**src/fdcdh_pkg.sv**
```systemverilog
// ==========================================================
// shared constants for the drive and host port block
// ==========================================================
package fdcdh_pkg;

    // ======================================================
    // clock and timing
    // ======================================================
    localparam int CLK_PERIOD_NS  = 10;     // 100 mhz system clock
    localparam int STEP_HIGH_NS   = 6000;   // step pulse active time
    localparam int FAULT_CLR_NS   = 8000;   // fault reset active time
    localparam int STEP_RATE_MS   = 1;      // step interval unit
    // least times round up to whole cycles
    localparam int STEP_HIGH_CYC  =
        (STEP_HIGH_NS + CLK_PERIOD_NS - 1) / CLK_PERIOD_NS;
    localparam int FAULT_CLR_CYC  =
        (FAULT_CLR_NS + CLK_PERIOD_NS - 1) / CLK_PERIOD_NS;
    localparam int MS_CYC_DEFAULT =
        STEP_RATE_MS * 1000000 / CLK_PERIOD_NS;

    // ======================================================
    // controller status field positions
    // ======================================================
    localparam int ST_DRIVE_BUSY  = 0;      // bits 3..0, one per drive
    localparam int ST_CTRL_BUSY   = 4;
    localparam int ST_EXEC_MODE   = 5;
    localparam int ST_DIO         = 6;
    localparam int ST_RQM         = 7;

    // ======================================================
    // reset values and encodings
    // ======================================================
    localparam logic [7:0] BUS_RESET   = 8'h00;
    localparam logic [1:0] PRECOMP_NRM = 2'h0;  // normal timing
    localparam logic [1:0] PRECOMP_ELY = 2'h1;  // shifted early
    localparam logic [1:0] PRECOMP_LTE = 2'h2;  // shifted late
    localparam logic [3:0] RATE_RESET  = 4'h0;

    // drive sequencer states
    typedef enum logic [2:0] {
        FDCDH_IDLE,
        FDCDH_SEEK_SETUP,
        FDCDH_STEP_HIGH,
        FDCDH_STEP_GAP,
        FDCDH_FAULT_CLR,
        FDCDH_RW_ACTIVE
    } fdcdh_state_e;

endpackage : fdcdh_pkg

```
**src/fdcdh_top.sv**
```systemverilog
// Functional notes
// - drive precompensation shift during double density writes
// - fault input in rw mode, track zero in seek
// - write protect in rw mode, two sided in seek
// - shared output: fault reset or step pulses
// - shared output: low current or step direction
// - fault clear pulse precedes head load
// - select output high seek, low read write
// - chip select high ignores strobes and bus
// - status register readable anytime, host never writes
// - data register is a stack of bytes
// - select 0 read places status on bus
// - select 1 read outputs current data byte
// - select 1 write captures bus byte
// - step interval programmable 1 to 16 ms, 2 to 32 ms with mini mode
// - density output high double, low single
`timescale 1ns/1ps

// ==========================================================
// byte stack: first in first out, valid and ready both sides
// ==========================================================
module fdcdh_fifo #(
    parameter int WIDTH = 8,
    parameter int DEPTH = 32
) (
    // clock and reset
    input  wire logic             clk,
    input  wire logic             rst_b,
    // filling side
    input  wire logic             in_valid,
    output logic                  in_ready,
    input  wire logic [WIDTH-1:0] in_data,
    // draining side
    output logic                  out_valid,
    input  wire logic             out_ready,
    output logic [WIDTH-1:0]      out_data
);
    localparam int AW = $clog2(DEPTH);

    logic [WIDTH-1:0] mem [DEPTH];      // storage words
    logic [AW-1:0]    wr_ptr;           // next slot to fill
    logic [AW-1:0]    rd_ptr;           // oldest word
    logic [AW:0]      count;            // words held
    logic             push;
    logic             pop;

    assign push      = in_valid && in_ready;
    assign pop       = out_valid && out_ready;
    assign in_ready  = (count != (AW+1)'(DEPTH));
    assign out_valid = (count != '0);
    assign out_data  = mem[rd_ptr];

    // storage write, no reset needed on data
    always_ff @(posedge clk) begin
        if (push) begin
            mem[wr_ptr] <= in_data;
        end
    end

    // pointers and fill count
    always_ff @(posedge clk or negedge rst_b) begin
        if (!rst_b) begin
            wr_ptr <= '0;
            rd_ptr <= '0;
            count  <= '0;
        end else begin
            if (push) begin
                wr_ptr <= (wr_ptr == AW'(DEPTH-1)) ? '0 : wr_ptr + 1'b1;
            end
            if (pop) begin
                rd_ptr <= (rd_ptr == AW'(DEPTH-1)) ? '0 : rd_ptr + 1'b1;
            end
            count <= count + (AW+1)'(push) - (AW+1)'(pop);
        end
    end
endmodule : fdcdh_fifo

// ==========================================================
// drive side sequencer and host register port
// ==========================================================
module fdcdh_top
    import fdcdh_pkg::*;
#(
    parameter int MS_CYC = fdcdh_pkg::MS_CYC_DEFAULT, // cycles per ms
    parameter int DEPTH  = 32
) (
    // clock and reset
    input  wire logic       clk,
    input  wire logic       rst_b,
    // host register port
    input  wire logic       cs_b,
    input  wire logic       rd_b,
    input  wire logic       wr_b,
    input  wire logic       register_select,
    input  wire logic [7:0] host_data_in,
    output logic [7:0]      host_data_out,
    output logic            host_data_oe,
    // command side: bytes written by the host
    output logic            cmd_valid,
    input  wire logic       cmd_ready,
    output logic [7:0]      cmd_data,
    // command side: result bytes for the host
    input  wire logic       res_valid,
    output logic            res_ready,
    input  wire logic [7:0] res_data,
    // command side: status and phase
    input  wire logic       host_dir,
    input  wire logic       exec_mode,
    input  wire logic       core_busy,
    // command side: drive requests
    input  wire logic       seek_start,
    input  wire logic       seek_dir,
    input  wire logic [7:0] seek_steps,
    input  wire logic       rw_start,
    input  wire logic       rw_end,
    input  wire logic [1:0] drive_req,
    input  wire logic [3:0] step_rate,
    input  wire logic       mini_mode,
    input  wire logic       dd_req,
    input  wire logic [1:0] precomp_req,
    input  wire logic       write_bit,
    input  wire logic       low_current_req,
    output logic            seq_idle,
    output logic            drive_fault,
    output logic            home_track,
    output logic            write_protect,
    output logic            two_sided,
    // drive pins
    input  wire logic       fault_or_home_track,
    input  wire logic       protect_or_two_sided,
    output logic [1:0]      drive_number_sel,
    output logic            serial_write_stream,
    output logic [1:0]      precomp_shift,
    output logic            head_load_out,
    output logic            fault_clear_or_step,
    output logic            low_current_or_direction,
    output logic            rw_seek_out,
    output logic            double_density_mode
);
    import fdcdh_pkg::*;

    // ======================================================
    // host strobe decode
    // ======================================================
    logic       rd_act;         // legal read in progress
    logic       wr_act;         // legal data write in progress
    logic       wr_q;           // write seen last cycle
    logic       rd_data_q;      // data read seen last cycle
    logic [7:0] wr_byte;        // byte latched during write
    logic [7:0] status;         // live status value
    logic       tx_ready;
    logic       rx_valid;
    logic [7:0] rx_data;
    logic       rx_pop;
    logic       tx_push;
    logic [3:0] busy_bits;

    // chip select gates both strobes; both low is ignored
    assign rd_act = !cs_b && !rd_b && wr_b;
    // status is read only: write with select 0 never decodes
    assign wr_act = !cs_b && !wr_b && rd_b && register_select;
    // pop at the trailing edge so a long strobe reads once
    assign rx_pop  = rd_data_q && !(rd_act && register_select);
    // capture at trailing edge, data is stable there
    assign tx_push = wr_q && !wr_act;

    // status byte assembled from live block state
    always_comb begin
        status = 8'h00;
        status[ST_DRIVE_BUSY +: 4] = busy_bits;
        status[ST_CTRL_BUSY]       = core_busy || head_load_out;
        status[ST_EXEC_MODE]       = exec_mode;
        status[ST_DIO]             = host_dir;
        // ready means the stack can take or give a byte
        status[ST_RQM]             = host_dir ? rx_valid : tx_ready;
    end

    // strobe history and write byte latch
    always_ff @(posedge clk or negedge rst_b) begin
        if (!rst_b) begin
            wr_q      <= 1'b0;
            rd_data_q <= 1'b0;
            wr_byte   <= BUS_RESET;
        end else begin
            wr_q      <= wr_act;
            rd_data_q <= rd_act && register_select;
            if (wr_act) begin
                wr_byte <= host_data_in;
            end
        end
    end

    // bus drive: registered, so it follows the strobe by a cycle
    always_ff @(posedge clk or negedge rst_b) begin
        if (!rst_b) begin
            host_data_out <= BUS_RESET;
            host_data_oe  <= 1'b0;
        end else begin
            host_data_oe <= rd_act;
            if (!register_select) begin
                host_data_out <= status;
            end else begin
                host_data_out <= rx_data;
            end
        end
    end

    // ======================================================
    // data register stacks, one per direction
    // ======================================================
    // a write into a full stack is dropped; the host saw rqm low
    fdcdh_fifo #(.WIDTH(8), .DEPTH(DEPTH)) u_tx (
        .clk       (clk),
        .rst_b     (rst_b),
        .in_valid  (tx_push),
        .in_ready  (tx_ready),
        .in_data   (wr_byte),
        .out_valid (cmd_valid),
        .out_ready (cmd_ready),
        .out_data  (cmd_data)
    );

    fdcdh_fifo #(.WIDTH(8), .DEPTH(DEPTH)) u_rx (
        .clk       (clk),
        .rst_b     (rst_b),
        .in_valid  (res_valid),
        .in_ready  (res_ready),
        .in_data   (res_data),
        .out_valid (rx_valid),
        .out_ready (rx_pop),
        .out_data  (rx_data)
    );

    // ======================================================
    // drive sequencer
    // ======================================================
    fdcdh_state_e state;
    logic [31:0]  tmr;          // phase timer
    logic [7:0]   steps_left;   // step pulses still due
    logic [31:0]  gap_cyc;      // programmed step interval
    logic         fr_seen;      // fault pulse issued this command

    // interval is (rate + 1) ms, doubled for mini drives
    always_comb begin
        gap_cyc = (32'(step_rate) + 32'd1) * 32'(MS_CYC);
        if (mini_mode) begin
            gap_cyc = gap_cyc << 1;
        end
    end

    assign busy_bits = (state == FDCDH_IDLE || !rw_seek_out)
                     ? 4'h0 : (4'h1 << drive_number_sel);

    // state, timer and step count
    always_ff @(posedge clk or negedge rst_b) begin
        if (!rst_b) begin
            state      <= FDCDH_IDLE;
            tmr        <= '0;
            steps_left <= '0;
        end else begin
            tmr <= tmr + 32'd1;
            unique case (state)
                FDCDH_IDLE: begin
                    tmr <= '0;
                    // seek wins if both requests land together
                    if (seek_start) begin
                        state      <= FDCDH_SEEK_SETUP;
                        steps_left <= seek_steps;
                    end else if (rw_start) begin
                        state <= FDCDH_FAULT_CLR;
                    end
                end
                FDCDH_SEEK_SETUP: begin
                    // one interval lets direction settle before step
                    if (steps_left == 8'h00) begin
                        state <= FDCDH_IDLE;
                    end else if (tmr >= gap_cyc - 32'd1) begin
                        state <= FDCDH_STEP_HIGH;
                        tmr   <= '0;
                    end
                end
                FDCDH_STEP_HIGH: begin
                    if (tmr == 32'(STEP_HIGH_CYC - 1)) begin
                        state      <= FDCDH_STEP_GAP;
                        tmr        <= '0;
                        steps_left <= steps_left - 8'd1;
                    end
                end
                FDCDH_STEP_GAP: begin
                    // rest of the programmed interval after the pulse
                    if (tmr >= gap_cyc - 32'(STEP_HIGH_CYC + 1)) begin
                        tmr   <= '0;
                        state <= (steps_left == 8'h00)
                               ? FDCDH_IDLE : FDCDH_STEP_HIGH;
                    end
                end
                FDCDH_FAULT_CLR: begin
                    if (tmr == 32'(FAULT_CLR_CYC - 1)) begin
                        state <= FDCDH_RW_ACTIVE;
                    end
                end
                FDCDH_RW_ACTIVE: begin
                    if (rw_end) begin
                        state <= FDCDH_IDLE;
                    end
                end
                default: begin
                    state <= FDCDH_IDLE;
                end
            endcase
        end
    end

    // drive select latched only when idle, so it never moves mid job
    always_ff @(posedge clk or negedge rst_b) begin
        if (!rst_b) begin
            drive_number_sel <= 2'h0;
        end else if (state == FDCDH_IDLE && (seek_start || rw_start)) begin
            drive_number_sel <= drive_req;
        end
    end

    // mode select and multiplexed drive outputs
    always_ff @(posedge clk or negedge rst_b) begin
        if (!rst_b) begin
            rw_seek_out              <= 1'b0;
            fault_clear_or_step      <= 1'b0;
            low_current_or_direction <= 1'b0;
            head_load_out            <= 1'b0;
        end else begin
            if (state == FDCDH_IDLE && seek_start) begin
                rw_seek_out <= 1'b1;
            end else if (state == FDCDH_IDLE && rw_start) begin
                rw_seek_out <= 1'b0;
            end
            // fault reset pulse or step pulse, by phase
            fault_clear_or_step <= (state == FDCDH_STEP_HIGH)
                                || (state == FDCDH_FAULT_CLR);
            if (state == FDCDH_IDLE && seek_start) begin
                low_current_or_direction <= seek_dir;
            end else if (!rw_seek_out) begin
                low_current_or_direction <= low_current_req;
            end
            head_load_out <= (state == FDCDH_RW_ACTIVE) && !rw_end;
        end
    end

    // density, precompensation and write stream
    // the write clock rate itself comes from outside the block
    always_ff @(posedge clk or negedge rst_b) begin
        if (!rst_b) begin
            double_density_mode <= 1'b0;
            precomp_shift       <= PRECOMP_NRM;
            serial_write_stream <= 1'b0;
        end else begin
            double_density_mode <= dd_req;
            // shift only applies in double density
            precomp_shift <= dd_req ? precomp_req : PRECOMP_NRM;
            serial_write_stream <= write_bit;
        end
    end

    // shared inputs split by the current mode
    always_ff @(posedge clk or negedge rst_b) begin
        if (!rst_b) begin
            drive_fault   <= 1'b0;
            home_track    <= 1'b0;
            write_protect <= 1'b0;
            two_sided     <= 1'b0;
            seq_idle      <= 1'b1;
        end else begin
            drive_fault   <= fault_or_home_track && !rw_seek_out;
            home_track    <= fault_or_home_track && rw_seek_out;
            write_protect <= protect_or_two_sided && !rw_seek_out;
            two_sided     <= protect_or_two_sided && rw_seek_out;
            seq_idle      <= (state == FDCDH_IDLE);
        end
    end

    // helper: a fault pulse was seen since the command began
    always_ff @(posedge clk or negedge rst_b) begin
        if (!rst_b) begin
            fr_seen <= 1'b0;
        end else if (state == FDCDH_IDLE) begin
            fr_seen <= 1'b0;
        end else if (fault_clear_or_step && !rw_seek_out) begin
            fr_seen <= 1'b1;
        end
    end
endmodule : fdcdh_top

```
**config.mk**
```make
export PLATFORM = sky130hd
export DESIGN_NAME = fdcdh_top
export DESIGN_NICKNAME = d
export VERILOG_FILES = /design/src/fdcdh_pkg.sv /design/src/fdcdh_top.sv
export SDC_FILE = /design/constraint.sdc
export NUM_CORES = 1
export LEC_CHECK = 0
export BUFFER_PORTS_ARGS = -buffer_cell sky130_fd_sc_hd__buf_4
export CAP_MARGIN = 20
export CORE_MARGIN = 8
export CORE_UTILIZATION = 40
export CTS_CLUSTER_DIAMETER = 120
export DETAILED_ROUTE_END_ITERATION = 10
export PLACE_DENSITY = 0.58
export SLEW_MARGIN = 20
export SYNTH_ARGS = -nofsm -noshare
export SYNTH_HDL_FRONTEND = slang
export SYNTH_SLANG_ARGS = --single-unit
```
**constraint.sdc**
```tcl
create_clock -name clk -period 7.5 [get_ports clk]
set_input_delay 1.5 -clock clk [delete_from_list [all_inputs] [get_ports clk]]
set_output_delay 1.5 -clock clk [all_outputs]
set_load 0.01 [all_outputs]
```
==> flow_summary.toml <==
[timing]
finalClockSkew_ns = 0.02390
setup_violations = 0
finalCritPeriodShare_pct = 94.00
whs_ns = 0.4872
slew_viol_final = 0
layout_setup_ws_ns = 0.4502
maxSlewHeadroom_pct = 39.09
rsz0062_at_grt = "no"
min_period_ns = 7.050
tightest_slew_ns = 0.9136
max_freq_mhz = 141.8
hold_viol = 0

[synthesis]
synthFlopType = "edfxtp_1"
syn_nets = 1979
synth.area.top_cells = "edfxtp_1 54%, mux4_2 13%, dfrtp_1 9.5%"
syn_area_um2 = 28450
avgSynthCellArea_um2 = 15.76
synth_top_cell_by_area = "edfxtp_1"
synthDistinctLibCells = 81
synth_edf_count = 512
synth-seq-cells = 621
async_flop_share_pct = 17.55
ys_seq_area_share_pct = 63.63
synthCells = 1806
netlist.area_leader.share_pct = 54.03
yosys_warnings = 0

[floorplanning]
rows = 97
die_w_um = 282.7
dieArea_um2 = 79920
ios = 87
initial_core_util_pct = 40.49
coreArea_um2 = 70270
dieHeight_um = 282.7

[clocking]
root_buffer = "clkbuf_16"
cts.clk_slew.worst_paths_ns = 0.05
htree_levels = 3
clkSinkCount = 621
post_cts_resize_count = 0
hold_buffers = 0
clockBufferDepth = 3
cts_tree = "done"
clock_latency_ns = 0.60
cts_buffers = 70
cts_setup_buffers = 0

[grt]
grt_pass1_wl_mm = 99.08
grt_pass1_vias = 16420
grt_max_degree = 76
antenna_found_initial = 2
track_usage_pct = 16.04
grt-ovfl-total = 0

[place]
place.gp.congestion = 0.8272
io_buffers = 86
pre_cts_ws_ns = -0.1301
dp_hpwl_mm = 41.97

[final_layout]
seq_area_um2 = 18130
nets = 2087
final_cell_mix = "512 x edfxtp_1, 167 x nor2_1, 160 x mux4_2"
drive_gt1_share_pct = 22.55
final_common_cell = "edfxtp_1"
antenna_cells = 0
multi_input_area_um2 = 9848
fill_cells = 6106
final_util_pct = 46.19
syn2layout_area_growth_pct = 14.08

[setup_path]
critical_path_class = "input pin to flip-flop"
crit_path_end_kind = "flip-flop"
critical_path_required_ns = 7.97
cp.arrival_ns = 7.52
cp_max_fo = 32
worstSetupStartpointType = "input pin"

[power]
power.total_w = 0.01051
p_per_area_nw_per_um2 = 323.6
leakagePower_nw = 11.53
ir_worst_vdd_mv = 0.2129

[detailed_routing]
wl_mm = 63.33
wire_per_inst_um = 21.77
avgViaCountPerCell = 5.466
drtIter0Drc = 1208
dr_total_vias = 15900
drc = 0
firstDrtPassIters = 7
ant_nets = 0

[worst_hold_path]
hp-class = "flip-flop to flip-flop"

[status]
status = "finished clean"

[job]
cap_violations = 0
[layout make-up]
type	instances	share of cell area, %
sequential	621	55.84
multi-input combinational	1055	30.34
clock buffer	96	6.044
tap	940	3.623
timing repair buffer	115	2.710
clock inverter	31	0.8519
inverter	51	0.5898
[where the power goes]
group | internal, W | switching [W]
Sequential | 0.00407 | 0.000433
Clock | 0.00197 | 0.00136
Combinational | 0.00132 | 0.00135
Total | 0.00736 | 0.00314
[layer usage]
metal	GRT usage, %	vias to the layer above	part of all wire [%]
met5	0	-	0.016
met4	4.295	2	2.1
met3	2.968	97	4.8
met2	25.17	326	47
met1	22.97	8170	46
li1	-	7306	-
[worst max-delay path: stages]
cell	delay, ns
buf_4	0.14
ha_1	0.21
xor2_1	0.38
ha_1	0.27
xor2_1	0.16
ha_1	0.25
ha_1	0.28
ha_1	0.40
a21o_1	0.22
and4_4	0.21
or3_4	0.37
a2111oi_4	0.51
nand3_4	0.19
nor3_4	0.20
buf_4	0.20
nand3_1	0.09
ha_1	0.31
nand4_1	0.13
nor2_1	0.17
nand2_1	0.11
nor4_1	0.34
a211oi_1	0.20
nor4_2	0.38
buf_12	0.24
nor2_1	0.07
[state kept, by name, summed over array words and instances, names as in the netlist, 2 cells and up]
register / count
u_rx.mem: 256
u_tx.mem: 256
tmr: 32
host_data_out: 8
steps_left: 8
wr_byte: 8
u_rx.count: 6
u_tx.count: 6
u_rx.rd_ptr: 5
u_rx.wr_ptr: 5
u_tx.rd_ptr: 5
u_tx.wr_ptr: 5
state: 3
drive_number_sel: 2
precomp_shift: 2
[logic make-up (layout without fill, tap and decap cells)]
family / after synthesis / count (layout) / share of synthesized area (%)
AOI/OAI and AO/OA: 210 / 210 / 4.960
buffers and inverters: 130 / 293 / 1.842
muxes: 196 / 196 / 14.03
DFF: 621 / 621 / 63.63
other: 1 / 1 / 0.01318
and+or+nand+nor: 454 / 454 / 7.893
adders and majority gates: 120 / 120 / 5.356
xor gates and xnor gates: 74 / 74 / 2.278
[synthesized netlist by cell type (8+ instances only)]
| library cell | n |
|---|---|
| nor2b_1 | 15 |
| nor3_1 | 29 |
| nand3_1 | 43 |
| mux4_2 | 160 |
| ha_1 | 117 |
| a21o_1 | 18 |
| inv_1 | 48 |
| nand3b_1 | 9 |
| buf_1 | 18 |
| clkbuf_1 | 47 |
| mux2i_1 | 13 |
| o21ai_0 | 48 |
| or3_1 | 8 |
| dfrtp_1 | 108 |
| edfxtp_1 | 512 |
| xnor2_1 | 37 |
| a211oi_1 | 16 |
| mux2_2 | 23 |
| a21oi_1 | 52 |
| xor2_1 | 37 |
| nor4_1 | 8 |
| nand2_1 | 82 |
| buf_2 | 11 |
| nor2_1 | 167 |
| nand4_1 | 24 |
| and3_1 | 16 |
[metrics by stage]
step	cell area (µm²)	setup TNS, ns	std cells
final	32460	0	2909
after global routing	32460	0	2909
after CTS	32450	0	2909
after detailed placement	30210	-3.791	2782
after global placement	30210	0	2782
after floorplan	28450	0	1806
[path summary, 6_finish.rpt]
check	start	to	slack (ns)	cells past startpoint
max in group asynchronous	rst_b	u_rx.rd_ptr[0]	5.49	2
min in group asynchronous	rst_b	wr_byte[0]	0.94	1
worst max-delay path	step_rate[1]	tmr[8]	0.45	25
worst max register to register	u_rx.rd_ptr[0]	host_data_out[0]	4.11	5
worst min register to register	tmr[0]	tmr[0]	0.49	1
worst min-delay path	tmr[0]	tmr[0]	0.49	1
(Power assumes the default switching activity.)
